===== config.mk =====
export PLATFORM = sky130hd
export DESIGN_NAME = hswdt_top
export DESIGN_NICKNAME = d
export VERILOG_FILES = /design/src/design/hswdt_pkg.sv /design/src/design/hswdt_tick_sel.sv /design/src/design/hswdt_top.sv
export SDC_FILE = /design/constraint.sdc
export NUM_CORES = 1
export LEC_CHECK = 0
export ABC_AREA = 1
export BUFFER_PORTS_ARGS = -buffer_cell sky130_fd_sc_hd__buf_2
export CAP_MARGIN = 25
export CELL_PAD_IN_SITES_DETAIL_PLACEMENT = 0
export CELL_PAD_IN_SITES_GLOBAL_PLACEMENT = 1
export CORE_MARGIN = 1.5
export CORE_UTILIZATION = 33
export DETAILED_ROUTE_END_ITERATION = 8
export MAX_ROUTING_LAYER = met4
export PLACE_DENSITY = 0.86
export SYNTH_ARGS = -nofsm -noshare
export SYNTH_HDL_FRONTEND = slang
export SYNTH_HIERARCHICAL = 1
export SYNTH_SLANG_ARGS = --single-unit

===== constraint.sdc =====
create_clock -name clock -period 1.8 [get_ports clock]
set_input_delay 0.09 -clock clock [delete_from_list [all_inputs] [get_ports clock]]
set_output_delay 0.09 -clock clock [all_outputs]
set_load 0.005 [all_outputs]

===== src/design/hswdt_pkg.sv =====
// Package for the watchdog block: register offsets, field layout, codes,
// reset values and the structs that carry tick and source-clear groups.
// Assumes a Wishbone classic slave with 8-bit data in the low byte lane.
package hswdt_pkg;

  // Register byte addresses (index times four, printed offsets are not all word aligned)
  localparam logic [13:0] HSWDT_IDX_CONTROL = 14'h000C; // Control register index
  localparam logic [13:0] HSWDT_IDX_ID_HIGH = 14'h0FEB; // Selection ID high index
  localparam logic [13:0] HSWDT_IDX_ID_LOW = 14'h0FEC; // Selection ID low index
  localparam logic [15:0] HSWDT_ADR_CONTROL = {HSWDT_IDX_CONTROL, 2'h0};
  localparam logic [15:0] HSWDT_ADR_ID_HIGH = {HSWDT_IDX_ID_HIGH, 2'h0};
  localparam logic [15:0] HSWDT_ADR_ID_LOW = {HSWDT_IDX_ID_LOW, 2'h0};

  // Control register field positions
  localparam int HSWDT_POS_CS_HI = 7; // Clock select high bit
  localparam int HSWDT_POS_CS_LO = 6; // Clock select low bit
  localparam int HSWDT_POS_SUBRC = 5; // Sub-RC pick bit
  localparam int HSWDT_POS_HWFLAG = 4; // Hardware activation flag

  // Guard code that starts and clears the counter
  localparam logic [3:0] HSWDT_GUARD_CODE = 4'h5;

  // Selection ID values
  localparam logic [15:0] HSWDT_ID_STANDBY_OFF = 16'hA597; // Hardware, halted in standby
  localparam logic [15:0] HSWDT_ID_SOFTWARE = 16'hA596; // Software started mode

  // Reset values of the writable control fields
  localparam logic [2:0] HSWDT_SEL_RESET = 3'h0;
  localparam logic [2:0] HSWDT_SEL_HW_FIXED = 3'h1; // Clock selects 00, sub-RC pick 1

  // Tick source encodings of {clock_select_hi, clock_select_lo, subrc_pick}
  localparam logic [2:0] HSWDT_SEL_TB21 = 3'h0;
  localparam logic [2:0] HSWDT_SEL_TB20 = 3'h2;
  localparam logic [2:0] HSWDT_SEL_WP14 = 3'h4;
  localparam logic [2:0] HSWDT_SEL_WP13 = 3'h6;

  // Cycles that the reset request is held
  localparam logic [3:0] HSWDT_RST_PULSE_CYC = 4'h8;

  // Tick and source-clear inputs of the neighbouring timers
  typedef struct packed {
    logic tb21; // Timebase tap main clock / 2^21
    logic tb20; // Timebase tap main clock / 2^20
    logic wp14; // Watch prescaler tap subclock / 2^14
    logic wp13; // Watch prescaler tap subclock / 2^13
    logic rc16; // Sub-RC timer tap sub-RC clock / 2^16
  } hswdt_tick_t;

  typedef struct packed {
    logic timebase; // Timebase counter cleared
    logic prescaler; // Watch prescaler cleared
    logic subrc; // Sub-RC timer cleared
  } hswdt_srcclr_t;

  // Activation mode latched after reset
  typedef enum logic [1:0] {
    HSWDT_MODE_SW = 2'b00, // Software started
    HSWDT_MODE_HW_ALL = 2'b01, // Hardware, runs in standby too
    HSWDT_MODE_HW_NOSTBY = 2'b10 // Hardware, halted in standby
  } hswdt_mode_t;

endpackage : hswdt_pkg


===== src/design/hswdt_tick_sel.sv =====
// Tick selector and rising-edge detector for the watchdog counter.
// Assumes the tap inputs are already synchronised to clock.
`timescale 1ns/100ps
`default_nettype none
module hswdt_tick_sel
  import hswdt_pkg::*;
(
  input wire logic clock,
  input wire logic srst,
  input wire hswdt_tick_t taps, // Synchronised taps
  input wire hswdt_srcclr_t src_clr, // Synchronised source clears
  input wire logic [2:0] sel, // {cs_hi, cs_lo, subrc_pick}
  output logic tick, // One pulse per selected tap rise
  output logic clr // Selected source was cleared
);
  logic level; // Selected tap level
  logic prev_q; // Previous level
  logic prev_d;

  // Source mux; sub-RC pick overrides the clock select bits
  always_comb begin
    if (sel[0]) begin
      level = taps.rc16;
      clr = src_clr.subrc;
    end else begin
      unique case (sel[2:1])
        2'b00: begin
          level = taps.tb21;
          clr = src_clr.timebase;
        end
        2'b01: begin
          level = taps.tb20;
          clr = src_clr.timebase;
        end
        2'b10: begin
          level = taps.wp14;
          clr = src_clr.prescaler;
        end
        2'b11: begin
          level = taps.wp13;
          clr = src_clr.prescaler;
        end
      endcase
    end
    // History takes the muxed level only after the mux has settled
    prev_d = level;
    tick = level & ~prev_q;
  end

  // Edge detector history
  always_ff @(posedge clock) begin
    if (srst) begin
      prev_q <= 1'b0;
    end else begin
      prev_q <= prev_d;
    end
  end
endmodule : hswdt_tick_sel
`default_nettype wire


===== src/design/hswdt_top.sv =====
// Watchdog top: Wishbone classic register slave, activation logic,
// one-bit overflow counter and watchdog reset request.
// Assumes taps, source clears, standby and selection IDs arrive from
// other timing domains or pins and are resynchronised here.
`timescale 1ns/100ps
`default_nettype none
// Behaviour
// - Overflow raises the system reset request
// - One-bit counter; second tick after clear overflows
// - Reset falls one to two tick periods
// - Codes 000/010 pick timebase 2^21/2^20
// - Codes 100/110 pick prescaler 2^14/2^13
// - Sub-RC pick one forces sub-RC tap
// - Hardware IDs start counting at reset release
// - Hardware IDs choose standby halt or run
// - Hardware mode reads selects 00, pick 1
// - Flag reads one while hardware watchdog runs
// - First 0101 starts; only reset stops
// - Later 0101 clears; hardware any 0101 clears
// - A597 standby-halt, others except A596 always
// - Standby clears and stops unless configured running
module hswdt_top
  import hswdt_pkg::*;
(
  input wire logic clock,
  input wire logic srst,
  // Wishbone classic slave
  input wire logic wb_cyc_i,
  input wire logic wb_stb_i,
  input wire logic wb_we_i,
  input wire logic [15:0] wb_adr_i,
  input wire logic [3:0] wb_sel_i,
  input wire logic [31:0] wb_dat_i,
  output logic [31:0] wb_dat_o,
  output logic wb_ack_o,
  // Neighbouring timers and power control
  input wire hswdt_tick_t tick_taps,
  input wire hswdt_srcclr_t source_clear,
  input wire logic standby,
  input wire logic [7:0] select_id_high,
  input wire logic [7:0] select_id_low,
  // Watchdog reset request to the reset distribution
  output logic watchdog_reset
);

  // Two-flop synchronisers for taps, source clears, standby and selection ID
  localparam int SYNC_W = 5 + 3 + 1 + 16;
  logic [SYNC_W-1:0] sync_raw;
  logic [SYNC_W-1:0] sync1_q;
  logic [SYNC_W-1:0] sync2_q;
  hswdt_tick_t taps_s; // Synchronised taps
  hswdt_srcclr_t srcclr_s; // Synchronised source clears
  logic standby_s; // Synchronised standby
  logic [15:0] id_s; // Synchronised selection ID

  assign sync_raw = {tick_taps, source_clear, standby, select_id_high, select_id_low};
  assign {taps_s, srcclr_s, standby_s, id_s} = sync2_q;

  // Synchroniser chain; first stage read only by second.
  // Kept out of srst so the selection ID has settled by reset release;
  // the mode latch at the first edge after release then sees the real ID.
  always_ff @(posedge clock) begin
    sync1_q <= sync_raw;
    sync2_q <= sync1_q;
  end

  // Mode and control state
  hswdt_mode_t mode_q, mode_d; // Activation mode
  logic loaded_q, loaded_d; // Mode sampled after reset
  logic [2:0] sel_q, sel_d; // {cs_hi, cs_lo, subrc_pick}
  logic started_q, started_d; // Software watchdog started
  logic cnt_q, cnt_d; // One-bit counter
  logic [3:0] rst_cnt_q, rst_cnt_d; // Reset pulse stretch
  logic rst_q, rst_d; // Watchdog reset output
  logic ack_q, ack_d; // Bus acknowledge
  logic [31:0] dat_q, dat_d; // Bus read data

  // Tick selection
  logic tick; // Selected tap edge
  logic src_clr; // Selected source cleared
  logic [2:0] eff_sel; // Select seen by the counter

  // Hardware mode fixes the source to sub-RC
  assign eff_sel = (mode_q == HSWDT_MODE_SW) ? sel_q : HSWDT_SEL_HW_FIXED;

  hswdt_tick_sel u_tick_sel (
    .clock(clock),
    .srst(srst),
    .taps(taps_s),
    .src_clr(srcclr_s),
    .sel(eff_sel),
    .tick(tick),
    .clr(src_clr)
  );

  // Bus decode
  logic req; // New request this cycle
  logic wr_ctl; // Write to control byte lane
  logic guard_hit; // Guard code written
  logic running; // Counter allowed to advance
  logic hw_mode; // Hardware activation
  logic stby_halt; // Standby halts the counter
  logic [7:0] ctl_rd; // Control read image

  assign req = wb_cyc_i & wb_stb_i & ~ack_q;
  assign wr_ctl = req & wb_we_i & wb_sel_i[0] & (wb_adr_i == HSWDT_ADR_CONTROL);
  assign guard_hit = wr_ctl & (wb_dat_i[3:0] == HSWDT_GUARD_CODE);
  assign hw_mode = (mode_q != HSWDT_MODE_SW);
  assign stby_halt = standby_s & (mode_q != HSWDT_MODE_HW_ALL);
  assign running = loaded_q & (hw_mode | started_q);
  assign ctl_rd = {eff_sel, hw_mode, 4'h0};

  // Next state: mode sampling, software start, counter, reset, bus
  always_comb begin
    mode_d = mode_q;
    loaded_d = 1'b1;
    sel_d = sel_q;
    started_d = started_q;
    cnt_d = cnt_q;
    rst_cnt_d = rst_cnt_q;
    rst_d = rst_q;
    ack_d = req;
    dat_d = dat_q;
    // Mode caught once after reset release from the settled ID
    if (!loaded_q) begin
      if (id_s == HSWDT_ID_SOFTWARE) begin
        mode_d = HSWDT_MODE_SW;
      end else if (id_s == HSWDT_ID_STANDBY_OFF) begin
        mode_d = HSWDT_MODE_HW_NOSTBY;
      end else begin
        mode_d = HSWDT_MODE_HW_ALL;
      end
    end
    // Software start; selects only accepted with the start code
    if (loaded_q && !hw_mode && guard_hit && !started_q) begin
      started_d = 1'b1;
      sel_d = wb_dat_i[7:5];
    end
    // Counter: clears take priority over a tick
    if (!running || stby_halt) begin
      cnt_d = 1'b0;
    end else if (src_clr) begin
      cnt_d = 1'b0;
    end else if (guard_hit && (hw_mode || started_q)) begin
      cnt_d = 1'b0;
    end else if (tick) begin
      cnt_d = 1'b1;
    end
    // Overflow on second tick starts a held reset pulse
    if (running && !stby_halt && !src_clr && !guard_hit && tick && cnt_q) begin
      rst_d = 1'b1;
      rst_cnt_d = HSWDT_RST_PULSE_CYC;
    end else if (rst_cnt_q != 4'h0) begin
      rst_cnt_d = rst_cnt_q - 4'h1;
      rst_d = (rst_cnt_q != 4'h1);
    end
    // Read data; unmapped reads return zero
    if (req) begin
      unique case (wb_adr_i)
        HSWDT_ADR_CONTROL: dat_d = {24'h0, ctl_rd};
        HSWDT_ADR_ID_HIGH: dat_d = {24'h0, id_s[15:8]};
        HSWDT_ADR_ID_LOW: dat_d = {24'h0, id_s[7:0]};
        default: dat_d = 32'h0;
      endcase
    end
  end

  // Registers; software start ends only with srst
  always_ff @(posedge clock) begin
    if (srst) begin
      mode_q <= HSWDT_MODE_SW;
      loaded_q <= 1'b0;
      sel_q <= HSWDT_SEL_RESET;
      started_q <= 1'b0;
      cnt_q <= 1'b0;
      rst_cnt_q <= 4'h0;
      rst_q <= 1'b0;
      ack_q <= 1'b0;
      dat_q <= 32'h0;
    end else begin
      mode_q <= mode_d;
      loaded_q <= loaded_d;
      sel_q <= sel_d;
      started_q <= started_d;
      cnt_q <= cnt_d;
      rst_cnt_q <= rst_cnt_d;
      rst_q <= rst_d;
      ack_q <= ack_d;
      dat_q <= dat_d;
    end
  end

  assign wb_ack_o = ack_q;
  assign wb_dat_o = dat_q;
  assign watchdog_reset = rst_q;

  // Assertions
  overflow_reset_a: assert property (@(posedge clock) disable iff (srst)
    (running && !stby_halt && !src_clr && !guard_hit && tick && cnt_q)
      |=> watchdog_reset)
    else $error("overflow did not raise watchdog reset");

  first_tick_a: assert property (@(posedge clock) disable iff (srst)
    (running && !stby_halt && !src_clr && !guard_hit && tick && !cnt_q)
      |=> cnt_q && !$rose(watchdog_reset))
    else $error("first tick after clear must not overflow");

  sw_idle_a: assert property (@(posedge clock) disable iff (srst)
    (loaded_q && !hw_mode && !started_q) |=> !cnt_q)
    else $error("counter moved before software start");

  sw_sticky_a: assert property (@(posedge clock) disable iff (srst)
    started_q |=> started_q)
    else $error("software start dropped without reset");

  guard_clear_a: assert property (@(posedge clock) disable iff (srst)
    (guard_hit && (hw_mode || started_q)) |=> !cnt_q)
    else $error("guard code did not clear counter");

  src_clear_a: assert property (@(posedge clock) disable iff (srst)
    src_clr |=> !cnt_q)
    else $error("source clear did not clear counter");

  standby_halt_a: assert property (@(posedge clock) disable iff (srst)
    stby_halt |=> !cnt_q)
    else $error("counter ran while halted in standby");

  hw_select_a: assert property (@(posedge clock) disable iff (srst)
    hw_mode |-> (ctl_rd[7:4] == 4'h3))
    else $error("hardware mode select readback wrong");

  sel_frozen_a: assert property (@(posedge clock) disable iff (srst)
    started_q |=> $stable(sel_q))
    else $error("clock select changed after start");

  bus_ack_a: assert property (@(posedge clock) disable iff (srst)
    (wb_cyc_i && wb_stb_i && !wb_ack_o) |=> wb_ack_o ##1 !wb_ack_o)
    else $error("ack not given in one cycle");

  // Reset pulse, mode latch, stray code and readback checks
  pulse_load_a: assert property (@(posedge clock) disable iff (srst)
    $rose(watchdog_reset) |-> (rst_cnt_q == HSWDT_RST_PULSE_CYC))
    else $error("reset pulse started without a full count");

  pulse_end_a: assert property (@(posedge clock) disable iff (srst)
    (rst_cnt_q == 4'h1 && !(running && !stby_halt && !src_clr && !guard_hit && tick && cnt_q))
      |=> !watchdog_reset)
    else $error("reset pulse did not end on time");

  reset_quiet_a: assert property (@(posedge clock) disable iff (srst)
    !loaded_q |=> !watchdog_reset)
    else $error("reset request raised before counting began");

  stray_code_a: assert property (@(posedge clock) disable iff (srst)
    (wr_ctl && !guard_hit) |=> ($stable(started_q) && $stable(sel_q)))
    else $error("stray guard code changed activation state");

  mode_hold_a: assert property (@(posedge clock) disable iff (srst)
    loaded_q |=> $stable(mode_q))
    else $error("activation mode changed after latch");

  mode_decode_a: assert property (@(posedge clock) disable iff (srst)
    (!loaded_q && id_s == HSWDT_ID_STANDBY_OFF) |=> (mode_q == HSWDT_MODE_HW_NOSTBY))
    else $error("standby-halt selection ID not decoded");

  hw_start_a: assert property (@(posedge clock) disable iff (srst)
    (!loaded_q && id_s != HSWDT_ID_SOFTWARE) |=> (hw_mode && running))
    else $error("hardware watchdog not running after reset release");

  id_read_a: assert property (@(posedge clock) disable iff (srst)
    (req && !wb_we_i && wb_adr_i == HSWDT_ADR_ID_HIGH)
      |=> (wb_dat_o == {24'h0, $past(id_s[15:8])}))
    else $error("selection ID high readback wrong");

  unmapped_read_a: assert property (@(posedge clock) disable iff (srst)
    (req && wb_adr_i != HSWDT_ADR_CONTROL && wb_adr_i != HSWDT_ADR_ID_HIGH
      && wb_adr_i != HSWDT_ADR_ID_LOW) |=> (wb_dat_o == 32'h0))
    else $error("unmapped read returned nonzero data");

endmodule : hswdt_top
`default_nettype wire


# Yosys cells after proc, flatten, opt, wreduce, memory -nomap -nowiden
# Cells that the tools add are included.
[word_totals] output_inout_bits=34 elab_cells=76 input_bits=82 reg_bits=97
[op_classes] mux=13 n_bitwise=12 n_reduce_logical=26 n_eq_ne=11 add_sub_neg=1
[ops] cell="$eq A16 B14 Y1 const B" count=2
[ops] cell="$eq A16 B16 Y1 const B" count=2
[ops] cell="$pmux W8 S3" count=1
[ops] cell="$eq A16 B6 Y1 const B" count=1
[ops] cell="$and A1 B1 Y1" count=9
[ops] cell="$logic_and A1 B1 Y1" count=9
[ops] cell="$mux W4" count=2
[ops] cell="$logic_not A1 Y1" count=6
[ops] cell="$reduce_or A2 Y1" count=3
[ops] cell="$mux W1" count=5
[ops] cell="$eq A2 B2 Y1 const B" count=2
[ops] cell="$eq A4 B3 Y1 const B" count=1
[ops] cell="$logic_not A2 Y1" count=2
[ops] cell="$mux W2" count=2
[ops] cell="$ne A4 B1 Y1 const B" count=1
[ops] cell="$pmux W1 S4" count=1
[ops] cell="$reduce_bool A2 Y1" count=2
[ops] cell="$reduce_bool A4 Y1" count=1
[ops] cell="$reduce_or A4 Y1" count=1
[ops] cell="$sub A4 B1 Y4 const B" count=1
[ops] cell="$mux W3" count=1
[ops] cell="$eq A2 B1 Y1 const B" count=1
[ops] cell="$logic_or A1 B1 Y1" count=2
[ops] cell="$ne A2 B1 Y1 const B" count=1
[ops] cell="3 further kinds" count=4

# Logic depth before layout (Yosys ltp)
[depth] depth_word=12 ltp_mapped=13 depth_no_buf=13

# Modules after synthesis
# Netlist, hierarchy kept.
[by_module_without_submodules] module="hswdt_top" cells_per_inst=282 area_per_inst_um2=2522.4 instances=1
[by_module_without_submodules] module="hswdt_tick_sel" cells_per_inst=18 area_per_inst_um2=107.6 instances=1

# Least setup slack after synthesis
# No wires, ideal clock.
[synth_path] kind="flip-flop to flip-flop" start="reg mode_q[0]" end="reg rst_cnt_q[0]" stages_incl_launch_ff=13 t_required_ns=1.684 setup_slack_ns=0.241 setup_time_ns=0.116 arrival_ns=1.443 period_less_slack_ns=1.559 cell_sequence="dfxtp_1 > nor2_1 > inv_1 > nor2_1 > inv_1 > nand3_2 > nand3_2 > a21oi_1 > nand2_1 > inv_1 > nand3_1 > nand2_1 > nor2_1"
[synth_rtl] element="start, declared" line="hswdt_top.sv:68" text="hswdt_mode_t mode_q, mode_d;"
[synth_rtl] element="start signal, assigned" line="hswdt_top.sv:181" text="mode_q <= mode_d;"
[synth_rtl] element="$logic_not A2 Y1 (*)" line="hswdt_top.sv:84" text="assign eff_sel = (mode_q == HSWDT_MODE_SW) ? sel_q : HSWDT_SEL_HW_FIXED;"
[synth_rtl] element="$mux W3 (*)" line="hswdt_top.sv:84"
[synth_rtl] element="named net eff_sel[2]" line="hswdt_top.sv:81" text="logic [2:0] eff_sel;"
[synth_rtl] element="$eq A2 B2 Y1 (tied with other cells)" line="hswdt_tick_sel.sv:26" text="unique case (sel[2:1])"
[synth_rtl] element="$pmux W1 S4 (*)" line="hswdt_tick_sel.sv:26"
[synth_rtl] element="$mux W1 (*)" line="hswdt_tick_sel.sv:22" text="if (sel[0]) begin"
[synth_rtl] element="$and A1 B1 Y1 (*)" line="hswdt_tick_sel.sv:47" text="tick = level & ~prev_q;"
[synth_rtl] element="named net tick" line="hswdt_top.sv:79" text="logic tick;"
[synth_rtl] element="$logic_and A1 B1 Y1 (*) (2 in a row)" line="hswdt_top.sv:150" text="if (running && !stby_halt && !src_clr && !guard_hit && tick && cnt_q) begin"
[synth_rtl] element="$reduce_or A2 Y1 (no line) (*)"
[synth_rtl] element="end signal, assigned" line="hswdt_top.sv:186" text="rst_cnt_q <= rst_cnt_d;"
[synth_rtl] element="end, declared" line="hswdt_top.sv:73" text="logic [3:0] rst_cnt_q, rst_cnt_d;"
# Mark *: on every way through the listed nets, which the timed path passes. The rest lies on a longest branch.
# A chain may end at the register's enable or synchronous reset.

# Final worst setup path
# Same ends and word-level chain as after synthesis.

==> flow_summary.toml <==
[status]
run_status = "finished clean"

[global_route]
grt_pass1_wl_um = 7860
gr-usage-all-layers_pct = 12.4
grt_pass1_vias = 1871
antenna_found_initial = 0
grt_max_degree = 16
grt_overflow = 0

[logic_synthesis]
synth-simple-area-share_pct = 24.0
ys_seq_area_share_pct = 55.6
muxShareOfSynthArea_pct = 0.381
synth_compound_area_share_pct = 6.14
ys.warnings.count = 6
synthXorXnorAreaFrac_pct = 0.333
synth-adder-area-share_pct = 1.43
synth_top_area_share_pct = 55.6
ys_types = 28
synth_area_um2 = 2630
synth-seq-cells = 73
synth_area_per_cell_um2 = 8.77
synthTopCellsByArea = "dfxtp_1, nand2_1, buf_4"
synthCells = 300
yosys.area.top_type = "dfxtp_1"
synth_top_family_by_area = "simple AND/OR/NAND/NOR gates"

[timing]
period_share_pct = 88.4
drv_slew = 0
timing.final.hold_violations = 0
rsz0062_at_grt = "false"
fmax_mhz = 629
setup_viol = 0
min_period_ns = 1.59
skew_ns = 0.00960
finalSetupTns_ns = 0

[power]
p_sw_uw = 913
p_seq_share_pct = 50.0
clockPowerShare_pct = 35.7
cellLeakagePower_uw = 0.00164
comb_power_share_pct = 14.2
p_int_uw = 2670
powerDensity_nw_per_um2 = 1030
vdd_drop_max_uv = 585
switching_share_pct = 25.5

[worst_setup_path]
cp-start-kind = "flip-flop"
r2r_slack_ns = 0.21
cp.arrival_ns = 1.82
critPathKind = "flip-flop to flip-flop"
worst-path-max-fanout = 3
required_ns = 2.03
endpoint_kind = "flip-flop"

[final_layout]
seqCellArea_um2 = 1460
diodes = 0
layout_commonest_cell = "dfxtp_1"
syn_to_final_growth_pct = 32.6
stdcell_area_um2 = 3490
multi_input_area_um2 = 953
final_cell_mix = "dfxtp_1, buf_2, nand2_1"
fin_nets = 487
finalNonFillerCells = 509
fillers = 767
post_route_cells_drive_above_1_share_pct = 25.8

[place]
routabilityCongestion = 0.750
dpl_cell_area_um2 = 2990
dp_hpwl_um = 3690
port_buffers = 63
dpl.cell_count = 465

[run]
max_cap_viol_count = 0

[hold_path]
hp-class = "input port to flip-flop"

[detailed_routing]
routedWlPerCell_um = 9.32
initialDrtViolationCount = 63
viasPerCell = 4.10
drt.antenna.violating_nets = 0
wl_um = 4740
drt_first_pass_iters = 4
drc_errors = 0
vias = 2088

[die]
die_w_um = 92.3
die_y_um = 92.3
initial_utilization_pct = 34.0
dieArea_um2 = 8510
ioPinCount = 116
core_um2 = 7730
num_rows = 32

[clocking]
htreeDepth = 3
cts_num_sinks = 73
post-cts-setup-buffers = 0
ctsRootBufferMaster = "clkbuf_8"
clkLatencyLatePin_ns = 0.34
cts_tree = "done"
cts_inserted_buffers = 9
clk_pin_slew_ns = 0.08
cts_buffer_depth = 2
-- final timing paths --
check               from            to  cells after the start
max reg2reg    mode_q[0]  rst_cnt_q[0]                     12
max            mode_q[0]  rst_cnt_q[0]                     12
min                 srst      wb_ack_o                      2
min reg2reg  sync1_q[11]   sync2_q[11]                      0
-- what timing repair did --
action,in CTS,in global routing
endpoints found under the hold margin,28,0
gates resized for setup,0,4
endpoints found under the setup margin,0,5
hold buffers,28,0
-- cell usage after synthesis --
cell and n:
nand2_1 55, buf_1 1, o211a_1 1, nand3_1 27
or2_2 1, nor2_1 35, xor2_1 1, conb_1 1
nor2_2 4, dfxtp_1 73, nand3_2 4, buf_4 25
nor2_4 2, mux2i_1 1, inv_1 30, o21ai_1 3
o211ai_1 1, nand4_2 1, nor4_1 1, nor3_1 3
a21oi_2 6, buf_6 1, ha_1 3, nand2_2 1
a31oi_1 1, o21ai_0 4, nand4_1 4, a21oi_1 10
-- worst max-delay path, cell delays in order, from the launching register on --
cell and delay (ns):
dfxtp_1 0.37, nor2_2 0.06, inv_1 0.13, nor2_1 0.07, buf_4 0.15, nand3_2 0.07
nand3_2 0.09, a21oi_2 0.14, nand2_1 0.06, inv_1 0.05, nand3_1 0.12, nand2_1 0.13
nor2_1 0.04
-- flip-flops by register name, summed over array words and instances, names as in the netlist --
register	flops
wb_ack_o	1
sync1_q	25
started_q	1
sync2_q	25
watchdog_reset	1
mode_q	2
wb_dat_o	8
rst_cnt_q	4
sel_q	3
loaded_q	1
u_tick_sel/prev_q	1
cnt_q	1
-- metal layers --
layer / wire length (um) / global-route usage (%) / vias up
li1: - / - / 1109
met1: 2160 / 13.7 / 884
met2: 2140 / 19.6 / 86
met3: 332 / 4.64 / 9
met4: 110 / 6.15 / 0
met5: 0 / - / -
-- power by group through the flow --
stage	Combinational (uW)	Sequential, uW	Clock (uW)
3_3_place_gp	438	1830	0
2_1_floorplan	358	1820	0
4_1_cts	508	1790	1320
5_1_grt	584	1810	1390
6_report	509	1790	1280
3_5_place_dp	460	1830	0
-- cells by family (layout without fill, tap and decap cells) --
group	after synthesis	count (layout)
mux	1	1
simple gates	138	138
buf+inv	57	141
xor+xnor	1	1
flops	73	73
other cells	1	24
fa+ha+maj	3	3
compound gates	26	26
-- through the flow --
stage / hold WS [ns] / setup slack, ns / total power (uW) / utilization, %
2_1_floorplan: 0.118 / 0.241 / 2170 / -
3_3_place_gp: 0.193 / 0.0934 / 2270 / 38.6
3_5_place_dp: 0.194 / 0.0879 / 2290 / 38.6
4_1_cts: 0.102 / 0.0657 / 3620 / 45.0
5_1_grt: 0.121 / 0.0451 / 3780 / 45.1
6_report: 0.115 / 0.209 / 3580 / 45.1
-- layout make-up --
cell class / instances / area share (%)
Sequential cell: 73 / 41.9
Multi-Input combinational cell: 193 / 27.3
Clock inverter: 6 / 2.01
Tap cell: 102 / 3.66
Timing Repair Buffer: 95 / 17.9
Inverter: 30 / 3.23
Clock buffer: 10 / 3.95
No activity file was read; power rests on OpenSTA's default activity.
